--- src/inc/xbp_regs.svh ---
/*
  timing counts, widths and reset values of the external bus pin block.
  assumes it is included by bare name from the design files.
*/
`ifndef XBP_REGS_SVH
`define XBP_REGS_SVH

// clocks spent in the address half, and last count (from 0) of the four-clock data half
`define XBP_ADDR_CYCLES 2'h2
`define XBP_DATA_CYCLES 2'h3
// widths of the internal and the external address
`define XBP_INT_ADDR_W 24
`define XBP_EXT_ADDR_W 20
// first fetch address after reset, internal and external memory
`define XBP_BOOT_INT 24'hff2080
`define XBP_BOOT_EXT 24'h0f2080
// clocks after reset release before the fetch strap is taken
`define XBP_STRAP_WAIT 2'h3

`endif

--- src/inc/xbp_pkg.sv ---
/*
  types shared by the external bus pin block.
  assumes xbp_regs.svh is on the include path.
*/
package xbp_pkg;

  // bus cycle sequencer states, one-hot
  typedef enum logic [2:0] {
    XBP_IDLE = 3'b001,
    XBP_ADDR = 3'b010,
    XBP_DATA = 3'b100
  } xbp_state_t;

endpackage

--- src/inc/xbp_phase_if.sv ---
/*
  phase signals from the bus cycle sequencer to the pin logic.
  assumes both ends run on the same clock.
*/
`timescale 1ns/1ps

interface xbp_phase_if;
  logic start;
  logic idle;
  logic next_addr;
  logic next_data;
  logic last;

  modport seq
  (
    input start,
    output idle,
    output next_addr,
    output next_data,
    output last
  );
  modport pins
  (
    output start,
    input idle,
    input next_addr,
    input next_data,
    input last
  );
endinterface

--- src/design/xbp_phase.sv ---
/*
  bus cycle sequencer: address half, then data half, then idle.
  assumes start is a one-cycle pulse given only while idle.
*/
`timescale 1ns/1ps
`include "xbp_regs.svh"

module xbp_phase
(
  input wire logic clock_in,
  input wire logic rstn_in,
  xbp_phase_if.seq ph
);

  xbp_pkg::xbp_state_t state;
  xbp_pkg::xbp_state_t next_state;
  logic [1:0] cnt;
  logic [1:0] next_cnt;

  //////////////////////////////////////////////////////////////////////////////
  // next state: two clocks of address, then data clocks up to the last one
  always_comb
  begin
    next_state = state;
    next_cnt = cnt;
    case (state)
      xbp_pkg::XBP_IDLE:
      begin
        next_cnt = 2'h1;
        if (ph.start)
        begin
          next_state = xbp_pkg::XBP_ADDR;
        end
      end
      xbp_pkg::XBP_ADDR:
      begin
        next_cnt = cnt + 2'h1;
        if (cnt == `XBP_ADDR_CYCLES)
        begin
          next_state = xbp_pkg::XBP_DATA;
          next_cnt = 2'h0;
        end
      end
      xbp_pkg::XBP_DATA:
      begin
        next_cnt = cnt + 2'h1;
        if (cnt == `XBP_DATA_CYCLES)
        begin
          next_state = xbp_pkg::XBP_IDLE;
          next_cnt = 2'h1;
        end
      end
      default:
      begin
        next_state = xbp_pkg::XBP_IDLE;
        next_cnt = 2'h1;
      end
    endcase
  end

  // phase outputs; next_* let the pin flops line up with the state
  assign ph.idle = (state == xbp_pkg::XBP_IDLE);
  assign ph.next_addr = (next_state == xbp_pkg::XBP_ADDR);
  assign ph.next_data = (next_state == xbp_pkg::XBP_DATA);
  assign ph.last = (state == xbp_pkg::XBP_DATA) && (cnt == `XBP_DATA_CYCLES);

  // state registers
  always_ff @(posedge clock_in)
  begin
    if (!rstn_in)
    begin
      state <= xbp_pkg::XBP_IDLE;
      cnt <= 2'h1;
    end
    else
    begin
      state <= next_state;
      cnt <= next_cnt;
    end
  end

endmodule

--- src/design/xbp_pins.sv ---
/*
  pin logic of the external memory bus: address pins, shared address/data
  lines in four modes, address strobe, upper byte enable and first fetch address.
  assumes one request at a time from the core on clock_in; pins from outside
  are synchronised here.
*/
`timescale 1ns/1ps
`include "xbp_regs.svh"

module xbp_pins
(
  input wire logic clock_in,
  input wire logic rstn_in,
  input wire logic req_in,
  input wire logic internal_in,
  input wire logic [23:0] addr_in,
  input wire logic write_in,
  input wire logic word_in,
  input wire logic bus16_in,
  input wire logic mux_in,
  input wire logic [15:0] wdata_in,
  input wire logic [7:0] int_bus_hi_in,
  input wire logic byte_enable_sel_in,
  input wire logic ext_fetch_n_in,
  input wire logic [15:0] shared_addr_data_lines_in,
  output logic busy_out,
  output logic done_out,
  output logic [15:0] rdata_out,
  output logic [23:0] boot_addr_out,
  output logic boot_ready_out,
  output logic [15:0] low_address_pins_out,
  output logic [3:0] upper_address_pins_out,
  output logic [15:0] shared_addr_data_lines_out,
  output logic [15:0] shared_addr_data_lines_oe_out,
  output logic addr_strobe_out,
  output logic upper_byte_enable_n_out
);

  xbp_phase_if ph ();

  xbp_phase u_phase
  (
    .clock_in(clock_in),
    .rstn_in(rstn_in),
    .ph(ph.seq)
  );

  //////////////////////////////////////////////////////////////////////////////
  // helpers

  // write data onto the lanes: odd byte high, even byte low on a 16-bit bus
  function automatic logic [15:0] lanes(input logic [15:0] w, input logic bus16,
                                        input logic word, input logic a0);
    if (!bus16 || word)
    begin
      lanes = bus16 ? w : {8'h00, w[7:0]};
    end
    else if (a0)
    begin
      lanes = {w[7:0], 8'h00};
    end
    else
    begin
      lanes = {8'h00, w[7:0]};
    end
  endfunction

  // upper byte enable: low for word or odd byte, 16-bit bus only
  function automatic logic upper_used(input logic bus16, input logic word,
                                      input logic a0);
    upper_used = bus16 && (word || a0);
  endfunction

  //////////////////////////////////////////////////////////////////////////////
  // pin input synchronisers

  logic [15:0] lines_meta;
  logic [15:0] lines_sync;
  logic strap_meta;
  logic strap_sync;

  // two flops on every pin input
  always_ff @(posedge clock_in)
  begin
    lines_meta <= shared_addr_data_lines_in;
    lines_sync <= lines_meta;
    strap_meta <= ext_fetch_n_in;
    strap_sync <= strap_meta;
  end

  //////////////////////////////////////////////////////////////////////////////
  // request capture

  logic [19:0] c_addr;
  logic [15:0] c_wdata;
  logic c_write;
  logic c_word;
  logic c_bus16;
  logic c_mux;
  logic [19:0] next_c_addr;
  logic [15:0] next_c_wdata;
  logic next_c_write;
  logic next_c_word;
  logic next_c_bus16;
  logic next_c_mux;
  logic take;
  logic take_int;
  logic next_busy;
  logic next_done;
  logic [15:0] next_rdata;

  assign take = req_in && !busy_out && ph.idle && !internal_in;
  assign take_int = req_in && !busy_out && ph.idle && internal_in;
  assign ph.start = take;

  // latch the request; internal accesses finish at once with no pin activity
  always_comb
  begin
    next_c_addr = c_addr;
    next_c_wdata = c_wdata;
    next_c_write = c_write;
    next_c_word = c_word;
    next_c_bus16 = c_bus16;
    next_c_mux = c_mux;
    next_busy = busy_out;
    next_done = 1'b0;
    next_rdata = rdata_out;
    if (take)
    begin
      next_c_addr = addr_in[`XBP_EXT_ADDR_W-1:0];
      next_c_wdata = wdata_in;
      next_c_write = write_in;
      next_c_word = word_in;
      next_c_bus16 = bus16_in;
      next_c_mux = mux_in;
      next_busy = 1'b1;
    end
    else if (take_int)
    begin
      next_done = 1'b1;
    end
    if (ph.last)
    begin
      next_busy = 1'b0;
      next_done = 1'b1;
      if (!c_write)
      begin
        // pick the addressed lane, odd byte from the upper half on a 16-bit bus
        if (c_bus16 && c_word)
        begin
          next_rdata = lines_sync;
        end
        else if (c_bus16 && c_addr[0])
        begin
          next_rdata = {8'h00, lines_sync[15:8]};
        end
        else
        begin
          next_rdata = {8'h00, lines_sync[7:0]};
        end
      end
    end
  end

  // request registers
  always_ff @(posedge clock_in)
  begin
    if (!rstn_in)
    begin
      c_addr <= 20'h00000;
      c_wdata <= 16'h0000;
      c_write <= 1'b0;
      c_word <= 1'b0;
      c_bus16 <= 1'b0;
      c_mux <= 1'b0;
      busy_out <= 1'b0;
      done_out <= 1'b0;
      rdata_out <= 16'h0000;
    end
    else
    begin
      c_addr <= next_c_addr;
      c_wdata <= next_c_wdata;
      c_write <= next_c_write;
      c_word <= next_c_word;
      c_bus16 <= next_c_bus16;
      c_mux <= next_c_mux;
      busy_out <= next_busy;
      done_out <= next_done;
      rdata_out <= next_rdata;
    end
  end

  //////////////////////////////////////////////////////////////////////////////
  // pin drivers, aligned with the sequencer state

  logic [15:0] next_low;
  logic [3:0] next_up;
  logic [15:0] next_out;
  logic [15:0] next_oe;
  logic next_strobe;
  logic next_ube_n;
  logic [15:0] wl;
  logic up;

  always_comb
  begin
    wl = lanes(next_c_wdata, next_c_bus16, next_c_word, next_c_addr[0]);
    up = upper_used(next_c_bus16, next_c_word, next_c_addr[0]);
    next_low = low_address_pins_out;
    next_up = upper_address_pins_out;
    next_out = 16'h0000;
    next_oe = 16'h0000;
    next_strobe = 1'b0;
    next_ube_n = 1'b1;
    if (ph.next_addr || ph.next_data)
    begin
      next_low = next_c_addr[15:0];
      next_up = next_c_addr[19:16];
      if (byte_enable_sel_in)
      begin
        next_ube_n = !up;
      end
      else
      begin
        next_ube_n = !(up && next_c_write && ph.next_data);
      end
    end
    if (ph.next_addr)
    begin
      // strobe for the first clock of the address half only
      next_strobe = ph.idle;
    end
    if (ph.next_addr && next_c_mux)
    begin
      next_out = next_c_addr[15:0];
      next_oe = 16'hffff;
    end
    else if ((ph.next_addr || ph.next_data) && next_c_bus16)
    begin
      next_out = wl;
      next_oe = next_c_write ? 16'hffff : 16'h0000;
    end
    else if (ph.next_addr || ph.next_data)
    begin
      if (next_c_mux)
      begin
        next_out = {next_c_addr[15:8], wl[7:0]};
      end
      else
      begin
        next_out = {int_bus_hi_in, wl[7:0]};
      end
      next_oe = {8'hff, next_c_write ? 8'hff : 8'h00};
    end
  end

  // pin registers
  always_ff @(posedge clock_in)
  begin
    if (!rstn_in)
    begin
      low_address_pins_out <= 16'h0000;
      upper_address_pins_out <= 4'h0;
      shared_addr_data_lines_out <= 16'h0000;
      shared_addr_data_lines_oe_out <= 16'h0000;
      addr_strobe_out <= 1'b0;
      upper_byte_enable_n_out <= 1'b1;
    end
    else
    begin
      low_address_pins_out <= next_low;
      upper_address_pins_out <= next_up;
      shared_addr_data_lines_out <= next_out;
      shared_addr_data_lines_oe_out <= next_oe;
      addr_strobe_out <= next_strobe;
      upper_byte_enable_n_out <= next_ube_n;
    end
  end

  //////////////////////////////////////////////////////////////////////////////
  // first fetch address, taken from the strap after reset release

  logic [1:0] boot_cnt;
  logic [1:0] next_boot_cnt;
  logic [23:0] next_boot_addr;
  logic next_boot_ready;

  always_comb
  begin
    next_boot_cnt = boot_cnt;
    next_boot_addr = boot_addr_out;
    next_boot_ready = boot_ready_out;
    if (boot_cnt != `XBP_STRAP_WAIT)
    begin
      next_boot_cnt = boot_cnt + 2'h1;
    end
    else if (!boot_ready_out)
    begin
      next_boot_addr = strap_sync ? `XBP_BOOT_INT : `XBP_BOOT_EXT;
      next_boot_ready = 1'b1;
    end
  end

  // boot registers
  always_ff @(posedge clock_in)
  begin
    if (!rstn_in)
    begin
      boot_cnt <= 2'h0;
      boot_addr_out <= `XBP_BOOT_INT;
      boot_ready_out <= 1'b0;
    end
    else
    begin
      boot_cnt <= next_boot_cnt;
      boot_addr_out <= next_boot_addr;
      boot_ready_out <= next_boot_ready;
    end
  end

endmodule

--- config.mk ---
export PLATFORM = sky130hd
export DESIGN_NAME = xbp_pins
export DESIGN_NICKNAME = d
export VERILOG_FILES = /design/src/inc/xbp_pkg.sv /design/src/inc/xbp_phase_if.sv /design/src/design/xbp_phase.sv /design/src/design/xbp_pins.sv
export VERILOG_INCLUDE_DIRS = /design/src /design/src/inc
export SDC_FILE = /design/constraint.sdc
export NUM_CORES = 1
export LEC_CHECK = 0
export BUFFER_PORTS_ARGS = -buffer_cell sky130_fd_sc_hd__clkbuf_2
export CAP_MARGIN = 10
export CORE_MARGIN = 2
export CORE_UTILIZATION = 55
export DETAILED_ROUTE_END_ITERATION = 6
export PLACE_DENSITY_LB_ADDON = 0.05
export SLEW_MARGIN = 40
export SYNTH_ARGS = -nofsm -noshare
export SYNTH_HDL_FRONTEND = slang
export SYNTH_SLANG_ARGS = --single-unit
--- constraint.sdc ---
create_clock -name clock_in -period 3.15 [get_ports clock_in]
set_input_delay 0.63 -clock clock_in [delete_from_list [all_inputs] [get_ports clock_in]]
set_output_delay 0.63 -clock clock_in [all_outputs]
set_load 0.02 [all_outputs]
[After elaboration in Yosys (flattened, before gate mapping)]
Index checks and enable logic that the tools add are counted.
Storage, ports and cells
  output and inout bits: 97
  bits in registers: 178
  input bits: 74
Cells by class
  equality and inequality tests: 8
  mux-type cells: 32
  bitwise operators: 4
  reductions and logical operators: 25
  add/sub/neg operators: 2
Operator list (number)
  two-way mux 16 bit: 13
  two-way mux 24 bit: 1
  two-way mux 20 bit: 1
  two-way mux 8 bit: 2
  logical AND 1 bit: 12
  two-way mux 3 bit: 3
  one-hot mux 3 bit (3 select lines): 1
  two-way mux 1 bit: 8
  AND reduction 2 bit: 4
  equality test 3 x 2 -> 1 bit (second input constant): 2
  equality test 3 bit (second input constant): 2
  zero test 1 bit: 5
  adder 2 x 1 -> 2 bit (second input constant): 2
  equality test 2 bit (second input constant): 2
  two-way mux 2 bit: 2
  NOT 1 bit: 4
  one-hot mux 2 bit (2 select lines): 1
  equality test 3 x 1 -> 1 bit (second input constant): 1
  logical OR 1 bit: 3
  inequality test 2 bit (second input constant): 1
  OR reduction 2 bit: 1

[Depth between registers and ports, before layout]
Gate-level depths: netlist of run 1.
  word-level depth: 12
  gate-level depth with buffers: 7
  depth with buffers taken out: 6

[Modules after synthesis]
Synthesis of run 1 repeated with hierarchy kept, for this count alone.
Second synthesis, totals
  cells, all modules: 603
  area total of the unflattened synthesis: 5660.4 µm²
Modules (own cells, without submodules)
  xbp_pins: cells each 567, sequential area each 2722.6 µm², times used 1, area an instance 5311.3 µm²
  xbp_phase: cells each 36, sequential area each 100.1 µm², times used 1, area an instance 349.1 µm²

[Least setup slack after synthesis of run 1]
Ideal clock, no wire load.
  path kind: input -> register
  start point: in req_in
  end point: reg shared_addr_data_lines_oe_out[7]
  library setup time: 0.115 ns
  path buffers: 1
  arrival: 1.684 ns
  stages on the path: 5
  required time: 3.035 ns
  slack: 1.350 ns
  path through: nor2b_1 -> and3_1 -> buf_2 -> o21ai_1 -> a21bo_2
Between the ends
  cells in the longest elaborated chain, start to end: 10
  elaborated cells between the ends (all ways): 18
  classes of those cells: 2 x eq/ne; 10 x mux; 6 x reduce/logical
RTL lines
  start: declaration: RTL line xbp_pins.sv:14  | input wire logic req_in,
  logical AND 1 bit * (3 in series): RTL line xbp_pins.sv:112  | assign take = req_in && !busy_out && ph.idle && !internal_in;
  two-way mux 3 bit: RTL line xbp_phase.sv:30  | if (ph.start)
  one-hot mux 3 bit (3 select lines): RTL line xbp_phase.sv:26  | case (state)
  equality test 3 x 2 -> 1 bit or equality test 3 bit (tied branches): RTL line xbp_phase.sv:63, xbp_phase.sv:64
  logical OR 1 bit: RTL line xbp_pins.sv:239, xbp_pins.sv:244
  two-way mux 16 bit or logical AND 1 bit (tied branches): RTL line xbp_pins.sv:244, xbp_pins.sv:239
  two-way mux 16 bit: RTL line xbp_pins.sv:239  | else if ((ph.next_addr || ph.next_data) && next_c_bus16)
  two-way mux 16 bit *: RTL line xbp_pins.sv:234  | if (ph.next_addr && next_c_mux)
  end signal: assignment: RTL line xbp_pins.sv:275  | shared_addr_data_lines_oe_out <= next_oe;
  end: declaration: RTL line xbp_pins.sv:34  | output logic [15:0] shared_addr_data_lines_oe_out,
Mark *: on every way between the ends. The rest lies on a longest branch, timed or not.
A chain may end at the register's enable or synchronous reset.

[Worst setup path in the final report of run 1]
  start point: reg u_phase.state[0]
  end point: reg shared_addr_data_lines_out[13]
Between the ends
  cells in the longest elaborated chain, start to end: 10
  elaborated cells between the ends (all ways): 28
  classes of those cells: 5 x eq/ne; 16 x mux; 7 x reduce/logical
RTL lines
  start: declaration: RTL line xbp_phase.sv:15  | xbp_pkg::xbp_state_t state;
  start signal: assignment: RTL line xbp_phase.sv:72  | state <= xbp_pkg::XBP_IDLE;
  start signal: assignment: RTL line xbp_phase.sv:77  | state <= next_state;
  equality test 3 x 1 -> 1 bit: RTL line xbp_phase.sv:26, xbp_phase.sv:62
  logical AND 1 bit (2 in series): RTL line xbp_pins.sv:112
  two-way mux 3 bit: RTL line xbp_phase.sv:30
  one-hot mux 3 bit (3 select lines): RTL line xbp_phase.sv:26
  equality test 3 x 2 -> 1 bit or equality test 3 bit (tied branches): RTL line xbp_phase.sv:63, xbp_phase.sv:64
  logical OR 1 bit: RTL line xbp_pins.sv:239, xbp_pins.sv:244
  two-way mux 16 bit or logical AND 1 bit (tied branches): RTL line xbp_pins.sv:244, xbp_pins.sv:239
  two-way mux 16 bit: RTL line xbp_pins.sv:239
  two-way mux 16 bit *: RTL line xbp_pins.sv:234
  end signal: assignment: RTL line xbp_pins.sv:274  | shared_addr_data_lines_out <= next_out;
  end: declaration: RTL line xbp_pins.sv:33  | output logic [15:0] shared_addr_data_lines_out,
Marks and branches as above.

==> run metrics, run 1 <==
top-count cell post-synth=dfxtp_1; top-area cell type share of the netlist area=0.4933; Final ANT Viol Nets=0; die area=11230 um^2; largest net degree at the start of global routing=39; DRT Pass-1 Iters=5; share of cells above drive strength 1=0.2689; path type of the worst setup path=reg2reg; worst-case reg-to-reg path depth=5; sequential share of the synthesized area=0.4933; synth cell count leaders=141 x dfxtp_1, 106 x nand2_1, 54 x a21oi_1; PortBufs=146; H-tree levels=4; clock latency on the worst-skew pair=0.52 ns; clock skew=0.005878 ns; Synth Register Bits=141; Layout Cells excl Fill=891; met1 Use GR=0.3336; status=complete, no violations; clock buffer count from CTS=17; global-route wire length before repair=23170 um; final period utilization=0.8169; power per cell area=616.9 nW/um^2; final hold vios=0; clk root buf=clkbuf_8; RSZ-0062 raised after global routing=no; Die X=106.0 um; GR Util All Layers=0.2614; ys flop type=dfxtp_1; Post-Syn Area=5722 um^2; CTS Sinks=141; Worst EP arrival=2.98 ns; crit end category=register; hpwl dp=10330 um; Routed WL=14390 um; antenna violations before repair=0; ranking of synthesized cells by area=dfxtp_1 49%, nand2_1 7.0%, buf_4 4.9%; GPL Wtd Cong=0.9016; Clock Tree Buf Depth=2; slack of the critical path=0.5767 ns; row count=37; Leak Pwr=2.995 nW; hold-fix buffers at CTS=0; Yosys cell types=53; total number of yosys warnings=0; Setup Fix Bufs, Post-CTS=0; maximum vdd ir drop=370.3 uV; Worst Hold Path Cells=1; Die H=106.0 um; DRC Markers=0; Slew Limit Fails=0; Critical Path Fanout Max=14; grt met3 use=0.06990; Slew @ Worst Pin=0.8152 ns; number of synthesized flops with an enable pin=0; Via density=5.530; DP Cell Count=859; Worst EP required=3.55 ns; Max-slew headroom=0.4566; min-delay worst type=in2reg; Post-CTS Resized=0; Initial Util=0.5593; endpoints failing setup=0; global route hottest layer=met2; Setup crit start kind=register; Max Cap Viol=0; GR met2 Demand/Resource=0.4336; vias in the first global route=4632; CTS tree=yes; Avg WL per Cell=16.15 um; 1st-iter DRT viols=281; vias post-DR=4927; total negative slack=0 ns; Mapped Cells=630; clk slew on worst S/H paths=0.07 ns; total core area=10230 um^2; Syn Area/Cell=9.082 um^2; area leader, netlist=dfxtp_1; Placement Setup Slack=0.6328 ns; Tmin final=2.573 ns; Net count, final=821; asr flop ratio synth=0; Ports=171; Ant. Diodes=0; grt ovf=0; Max Fclk=388.6 MHz; P&R area growth vs syn=21.06%
-- state kept, by name (all words and copies together) (netlist names), 2 cells and up --
name and cells:
c_addr 20, c_wdata 16, lines_meta 16, lines_sync 16, low_address_pins_out 16, rdata_out 16
shared_addr_data_lines_out 16, upper_address_pins_out 4, u_phase.state 3, boot_cnt 2, shared_addr_data_lines_oe_out 2, u_phase.cnt 2
-- layer usage --
layer  routed length (um)  vias up  part of all wire
met2                 6957      205              0.48
met3                 1096       19             0.076
li1                     -     2394                 -
met5                    0        -                 0
met1                 6171     2309              0.43
met4                  167        0             0.012
-- metrics by stage --
stage                     hold slack (ns)    util  instance area (um^2)  total power (W)
after detailed placement           0.3128  0.6197                  6340         0.002397
after floorplan                    0.3096       -                  5789         0.002264
after CTS                          0.1867  0.6770                  6927         0.004300
final                              0.2097  0.6770                  6927         0.004273
after global placement             0.3109  0.6197                  6340         0.002385
after global routing               0.1848  0.6770                  6927         0.004439
-- report_power, final --
part           switching [W]  leakage [nW]  internal [W]  total [W]
sequential         0.0000533          1.16       0.00187    0.00193
clock               0.000884         0.284       0.00103    0.00191
combinational       0.000279          1.55      0.000156   0.000435
-- area by class of cell --
class | instances | area, um^2
inverters | 6 | 22.52
flip-flops and latches | 141 | 2823
clock inverters | 15 | 172.7
fillers | 874 | 3304
well taps | 136 | 170.2
repair buffers | 160 | 848.3
clock buffers | 17 | 414.1
multi-input cells | 416 | 2476
-- final timing paths --
path	startpoint	end	slack, ns
max	u_phase.state[0]	shared_addr_data_lines_out[13]	0.58
min	shared_addr_data_lines_in[14]	lines_meta[14]	0.21
max reg2reg	u_phase.state[0]	shared_addr_data_lines_out[13]	0.58
min reg2reg	lines_meta[13]	lines_sync[13]	0.33
-- logic make-up (layout without fill, tap and decap cells) --
| group | count (synthesis) | in the layout | synth area share |
|---|---|---|---|
| buf+inv | 91 | 198 | 0.08660 |
| other cells | 2 | 20 | 0.001313 |
| flops | 141 | 141 | 0.4933 |
| xor+xnor | 1 | 1 | 0.001531 |
| fa+ha+maj | 5 | 5 | 0.01093 |
| mux | 27 | 27 | 0.04723 |
| compound gates | 155 | 155 | 0.1933 |
| simple gates | 208 | 208 | 0.1658 |
-- worst max-delay path, stage by stage, from the launching register on --
cell      delay [ns]
dfxtp_1         0.55
or4b_1          0.69
nor2_2          0.49
buf_4           0.29
o211ai_1        0.11
a311oi_1        0.33
-- cell usage in the layout, fill, tap and decap left out, types with 3 or more instances in the layout --
master	synthesis	routed
a211o_1	7	7
a211oi_1	10	10
a21oi_1	54	54
a221o_1	7	7
a22o_1	8	8
a311oi_1	18	18
a31oi_1	9	9
buf_4	37	13
clkbuf_16	0	16
clkbuf_2	0	146
clkinv_8	0	4
conb_1	2	20
dfxtp_1	141	141
ha_1	5	5
inv_1	5	5
inv_6	0	3
inv_8	0	5
mux2i_1	27	27
nand2_1	106	105
nand2b_1	6	6
nand3b_1	10	10
nand4_1	10	10
nor2_1	47	46
nor2b_1	6	6
nor3_1	3	3
o211ai_1	8	8
o21ai_0	5	5
o311ai_1	7	7
o32ai_1	7	7
or3_1	8	8
Power figures use the tool's default switching activity.
==> run 2, diff against run 1 <==
Settings changed: ABC_AREA set to 1, CORE_UTILIZATION 55 to 51.
Clock period 3.15 ns to 2.5 ns, I/O delays scaled along.
==> run metrics, run 2 <==
ranking of synthesized cells by area=dfxtp_1 51%, nand2_1 9.8%, buf_4 5.5%; DRT Pass-1 Iters=4 (-1); clock latency on the worst-skew pair=0.53 ns (about the same); sequential share of the synthesized area=0.5052 (+0.01182); Ant. Diodes=0 (unchanged); Avg WL per Cell=13.88 um (-14%); vias post-DR=4810 (-2.4%); GR Util All Layers=0.2385 (-0.02291); clock buffer count from CTS=17 (unchanged); antenna violations before repair=0 (unchanged); Tmin final=1.970 ns (-0.6033 ns); flop-to-flop setup slack=0.53 ns (-0.05 ns); end of the critical path=shared_addr_data_lines_out[8]; GPL Wtd Cong=0.8918 (-1.1%); ys flop type=dfxtp_1; clock skew=0.006191 ns (+0.0003139 ns); row count=38 (+2.7%); Worst EP required=2.93 ns (-0.62 ns); P&R area growth vs syn=20.96% (about the same); Slew @ Worst Pin=0.5872 ns (-0.2280 ns); met1 Use GR=0.2735 (-0.06011); hpwl dp=9824 um (-4.9%); most frequent cells in the layout=146 x nand2_1, 146 x clkbuf_2, 141 x dfxtp_1, 68 x inv_1, 56 x a21oi_1; worst-case reg-to-reg path depth=11 (+6); GR met2 Demand/Resource=0.4134 (-0.02025); path type of the worst setup path=reg2reg; Mapped Cells=699 (+11%); Yosys cell types=34 (-36%); final period utilization=0.7880 (-0.02892); Ports=171 (unchanged); global-route wire length before repair=21250 um (-8.3%); Initial Util=0.5200 (-0.03922); global route hottest layer=met2; Critical Path Fanout Max=19 (+5); total number of yosys warnings=0 (unchanged); total core area=10750 um^2 (+5.0%); die area=11810 um^2 (+5.1%); Routed WL=13590 um (-5.6%); clk root buf=clkbuf_8; synth cell count leaders=146 x nand2_1, 141 x dfxtp_1, 69 x inv_1; clk slew on worst S/H paths=0.06 ns (about the same); Die X=108.7 um (+2.5%); share of cells above drive strength 1=0.2551 (-0.01381); DP Cell Count=947 (+10%); hold-fix buffers at CTS=0 (unchanged); DRC Markers=0 (unchanged); max reg flops=20 (unchanged); Clock Tree Buf Depth=2 (unchanged); Most flops, register=c_addr; top-count cell post-synth=nand2_1; Max Fclk=507.6 MHz (+31%); RR Endpoint=shared_addr_data_lines_out[8]; status=complete, no violations; Max-slew headroom=0.6080 (+0.1514); asr flop ratio synth=0 (unchanged); reg2reg start=busy_out; Die H=108.7 um (+2.5%); CTS tree=yes; Synth Register Bits=141 (unchanged); Layout Cells excl Fill=979 (+9.9%); 1st-iter DRT viols=300 (+6.8%); Net count, final=905 (+10%); final hold vios=0 (unchanged); top-area cell type share of the netlist area=0.5052 (+0.01182); vias in the first global route=4449 (-4.0%); Max Cap Viol=0 (unchanged); Setup crit start kind=register; largest net degree at the start of global routing=47 (+21%); CTS Sinks=141 (unchanged); Worst EP arrival=2.40 ns (-0.58 ns); H-tree levels=4 (unchanged); maximum vdd ir drop=660.8 uV (+78%); Leak Pwr=3.432 nW (+15%); Syn Area/Cell=7.994 um^2 (-12%); min-delay worst type=in2reg; power per cell area=1009 nW/um^2 (+64%); grt met3 use=0.07591 (+0.006016); grt ovf=0 (unchanged); Post-Syn Area=5588 um^2 (-2.3%); area leader, netlist=dfxtp_1; crit end category=register; number of synthesized flops with an enable pin=0 (unchanged); Setup Fix Bufs, Post-CTS=0 (unchanged); PortBufs=146 (unchanged); RSZ-0062 raised after global routing=no; Via density=4.913 (-11%); worst setup path start=busy_out; Fin Hold WS=0.06640 ns (-0.1433 ns); endpoints failing setup=0 (unchanged); Slew Limit Fails=0 (unchanged); Final ANT Viol Nets=0 (unchanged); Post-CTS Resized=0 (unchanged); total negative slack=0 ns (unchanged)
## run 2: changes by cell type in the layout (fill, tap and decap cells not counted), moves of 9 or more
cell / change
inv_1: +63
nand2_1: +41
nand3_1: +41
o21ai_0: +30
mux2i_1: -20
a311oi_1: -18
nand4_1: +17
o21ai_1: +12
a211oi_1: -10
nand3b_1: -10
a31oi_1: -9
## run 2: cells by family (layout without fill, tap and decap cells)
| group | count (synthesis) | in the layout | share of synthesized area |
|---|---|---|---|
| AND/OR/NAND/NOR | 285 | 285 | 0.2279 |
| buffers and inverters | 146 | 268 | 0.1337 |
| flip-flops | 141 | 141 | 0.5052 |
| AO/OA/AOI/OAI | 112 | 112 | 0.1066 |
| multiplexers | 7 | 7 | 0.01254 |
| adder cells (fa/ha/maj) | 5 | 5 | 0.01120 |
| other | 2 | 20 | 0.001344 |
| XOR/XNOR | 1 | 1 | 0.001568 |
## run 2: per-stage QoR
step	area [um^2]	setup WS, ns	utilization	total power, W
floorplan	5655	0.7970	-	0.004118
global placement	6216	0.3243	0.5785	0.004533
detailed placement	6216	0.3200	0.5785	0.004568
CTS	6759	0.5021	0.6290	0.006864
global route	6759	0.3426	0.6290	0.007195
finish	6759	0.5300	0.6290	0.006818
## run 2: layer usage
| metal | vias to the layer above | wire length [um] |
|---|---|---|
| met5 | - | 0 |
| met4 | 0 | 271 |
| met3 | 23 | 803 |
| met2 | 142 | 6746 |
| met1 | 2195 | 5767 |
| li1 | 2450 | - |
## run 2: final cells by class
class,instances,area [um^2]
clock buffer,21,449.2
clock inverter,11,93.84
fill,1025,3986
inverter,77,291.5
multi-input combinational,430,2086
sequential,141,2823
tap,140,175.2
timing repair buffer,159,840.8
## run 2: worst max-delay path, stage by stage, from the launching register on
cell and delay [ns]:
dfxtp_1 0.36, nor2_2 0.19, nand3_4 0.25, inv_2 0.27, nand2_4 0.12, nand2_4 0.14, nand2_1 0.08, buf_4 0.19
inv_4 0.10, a21oi_1 0.07, nand2_1 0.07, inv_1 0.04
## run 2: power breakdown
part | internal (W) | total [W] | leakage [nW] | switching (W)
registers | 0.00258 | 0.00271 | 1.16 | 0.000134
clock network | 0.00136 | 0.00230 | 0.271 | 0.000932
logic | 0.000563 | 0.00181 | 2.00 | 0.00125
total | 0.00450 | 0.00682 | 3.43 | 0.00232
## run 2: worst min-delay path by stage
stage	from	depth (start not counted)	slack, ns	to
2_1_floorplan	lines_meta[0]	0	0.31	lines_sync[0]
3_3_place_gp	lines_meta[9]	0	0.31	lines_sync[9]
3_5_place_dp	lines_meta[12]	0	0.31	lines_sync[12]
4_1_cts	shared_addr_data_lines_in[0]	1	0.05	lines_meta[0]
5_1_grt	shared_addr_data_lines_in[5]	1	0.05	lines_meta[5]
6_report	shared_addr_data_lines_in[15]	1	0.07	lines_meta[15]
==> run 3, diff against run 2 <==
Settings changed: CORE_UTILIZATION 51 to 46.
Clock period 2.5 ns to 1.65 ns, I/O delays scaled along.
==> run metrics, run 3 (synthesis results as in run 2) <==
RSZ-0062 raised after global routing=yes; Avg WL per Cell=14.13 um (+1.8%); vias post-DR=5162 (+7.3%); most common cell after layout, fill and taps aside=clkbuf_2; 1st-iter DRT viols=243 (-19%); Final ANT Viol Nets=0 (unchanged); GR Util All Layers=0.2196 (-0.01897); H-tree levels=4 (unchanged); crit end category=register; Most flops, register=c_addr; total design power=0.01204 W (+77%); area post-placement=6738 um^2 (+8.4%); total core area=11910 um^2 (+11%); CTS tree=yes; Max-slew headroom=0.6549 (+0.04689); Ant. Diodes=0 (unchanged); power per cell area=1516 nW/um^2 (+50%); clock skew=0.006507 ns (+0.0003153 ns); violated checks=setup timing; Worst EP required=1.95 ns (-0.98 ns); Max Cap Viol=0 (unchanged); switching share of total power=0.3448 (+0.005204); combinational share of power=0.345 (+0.079); sequential power share=0.346 (-0.051); Routed WL=14980 um (+10%); Initial Util=0.4691 (-0.05091); hpwl dp=10380 um (+5.7%); global-route wire length before repair=22190 um (+4.4%); Layout Cells excl Fill=1060 (+8.3%); slack of the critical path=-0.08980 ns (-0.6198 ns); path type of the worst setup path=reg2reg; most frequent cells in the layout=146 x clkbuf_2, 138 x dfxtp_1, 114 x nand2_1, 62 x inv_1, 58 x buf_4; Fin Hold WS=0.01452 ns (-0.05188 ns); Setup crit start kind=register; Die H=114.2 um (+5.1%); clk slew on worst S/H paths=0.06 ns (about the same); endpoints failing setup=37 (+37); row count=40 (+5.3%); Worst EP arrival=2.04 ns (-0.36 ns); grt ovf=0 (unchanged); clock buffer count from CTS=17 (unchanged); Slew Limit Fails=0 (unchanged); Net count, final=979 (+8.2%); DRT Pass-1 Iters=5 (+1); DP Cell Count=1009 (+6.5%); Critical Path Fanout Max=7 (-12); largest net degree at the start of global routing=37 (-21%); Max Fclk=574.8 MHz (+13%); final period utilization=1.054 (+0.2664); Pint=0.007887 W (+75%); clock latency on the worst-skew pair=0.41 ns (-0.12 ns); Non-Filler Cell Area, Final=7943 um^2 (+18%); final hold vios=0 (unchanged); share of cells above drive strength 1=0.4053 (+0.1502); Leak Pwr=3.916 nW (+14%); Clock Tree Buf Depth=2 (unchanged); max reg flops=20 (unchanged); GPL Wtd Cong=0.8430 (-5.5%); maximum vdd ir drop=917.6 uV (+39%); min-delay worst type=in2reg; Ports=171 (unchanged); status=finished, violations left; Switching Power=0.004151 W (+79%); Slew @ Worst Pin=0.5164 ns (-0.07073 ns); Worst Hold Path Cells=1 (unchanged); total negative slack=-1.271 ns (-1.271 ns); worst-case reg-to-reg path depth=11 (unchanged); DRC Markers=0 (unchanged); vias in the first global route=4880 (+9.7%); clk root buf=clkbuf_16; CTS Sinks=141 (unchanged); Via density=4.870 (-0.88%); P&R area growth vs syn=42.14%; antenna violations before repair=0 (unchanged); die area=13050 um^2 (+10%); PortBufs=146 (unchanged); Clock power frac=0.309 (-0.028); Die X=114.2 um (+5.1%); Tmin final=1.740 ns (-0.2302 ns)
-- run 3: layout make-up --
cell class,count,area (um^2)
fillers,1040,3969
flip-flops and latches,141,2826
multi-input cells,432,2450
repair buffers,231,1599
clock buffers,19,452.9
inverters,77,299.0
well taps,147,183.9
clock inverters,13,131.4
-- run 3: metrics by stage --
step / worst slack, ns / utilization
after floorplan: 0.05105 / -
after global placement: -0.1439 / 0.5657
after detailed placement: -0.2101 / 0.5657
after CTS: -0.07338 / 0.6325
after global routing: -0.2079 / 0.6668
final: -0.08980 / 0.6668
-- run 3: path summary, 6_finish.rpt --
check,slack (ns),endpoint,start
worst max-delay path,-0.09,shared_addr_data_lines_oe_out[14],u_phase.state[1]
worst min-delay path,0.01,lines_meta[10],shared_addr_data_lines_in[10]
worst max register to register,-0.09,shared_addr_data_lines_oe_out[14],u_phase.state[1]
worst min register to register,0.32,strap_sync,strap_meta
-- run 3: power by group through the flow --
stage / combinational [W] / sequential [W] / clock [W]
after floorplan: 0.00178 / 0.00446 / 0
after global placement: 0.00319 / 0.00416 / 0
after detailed placement: 0.00323 / 0.00418 / 0
after CTS: 0.00349 / 0.00412 / 0.00377
after global routing: 0.00450 / 0.00421 / 0.00393
final: 0.00416 / 0.00416 / 0.00372
-- run 3: repair_timing --
| action | CTS | global route |
|---|---|---|
| pin swaps | 13 | 14 |
| setup endpoints to repair | 43 | 67 |
| endpoints found under the hold margin | 3 | 1 |
| setup buffers | 6 | 4 |
| hold buffers | 3 | 1 |
| resized for setup | 51 | 87 |
| gates cloned | 2 | 4 |
-- run 3: metal layers --
layer / GRT usage / part of all wire / vias to the layer above / routed length [um]
met2: 0.3996 / 0.53 / 144 / 7938
met4: 0.08862 / 0.013 / 0 / 199
met1: 0.2497 / 0.41 / 2400 / 6202
met5: 0 / 0 / - / 0
li1: - / - / 2604 / -
met3: 0.04659 / 0.043 / 14 / 640
-- run 3: worst max-delay path: stages (launching register included) --
cell	delay [ns]
dfxtp_2	0.33
inv_2	0.04
nand2_2	0.06
nor2_4	0.06
buf_4	0.13
buf_4	0.13
o211ai_4	0.25
clkinv_4	0.20
buf_4	0.18
buf_6	0.10
nand2_2	0.08
o21ai_1	0.06
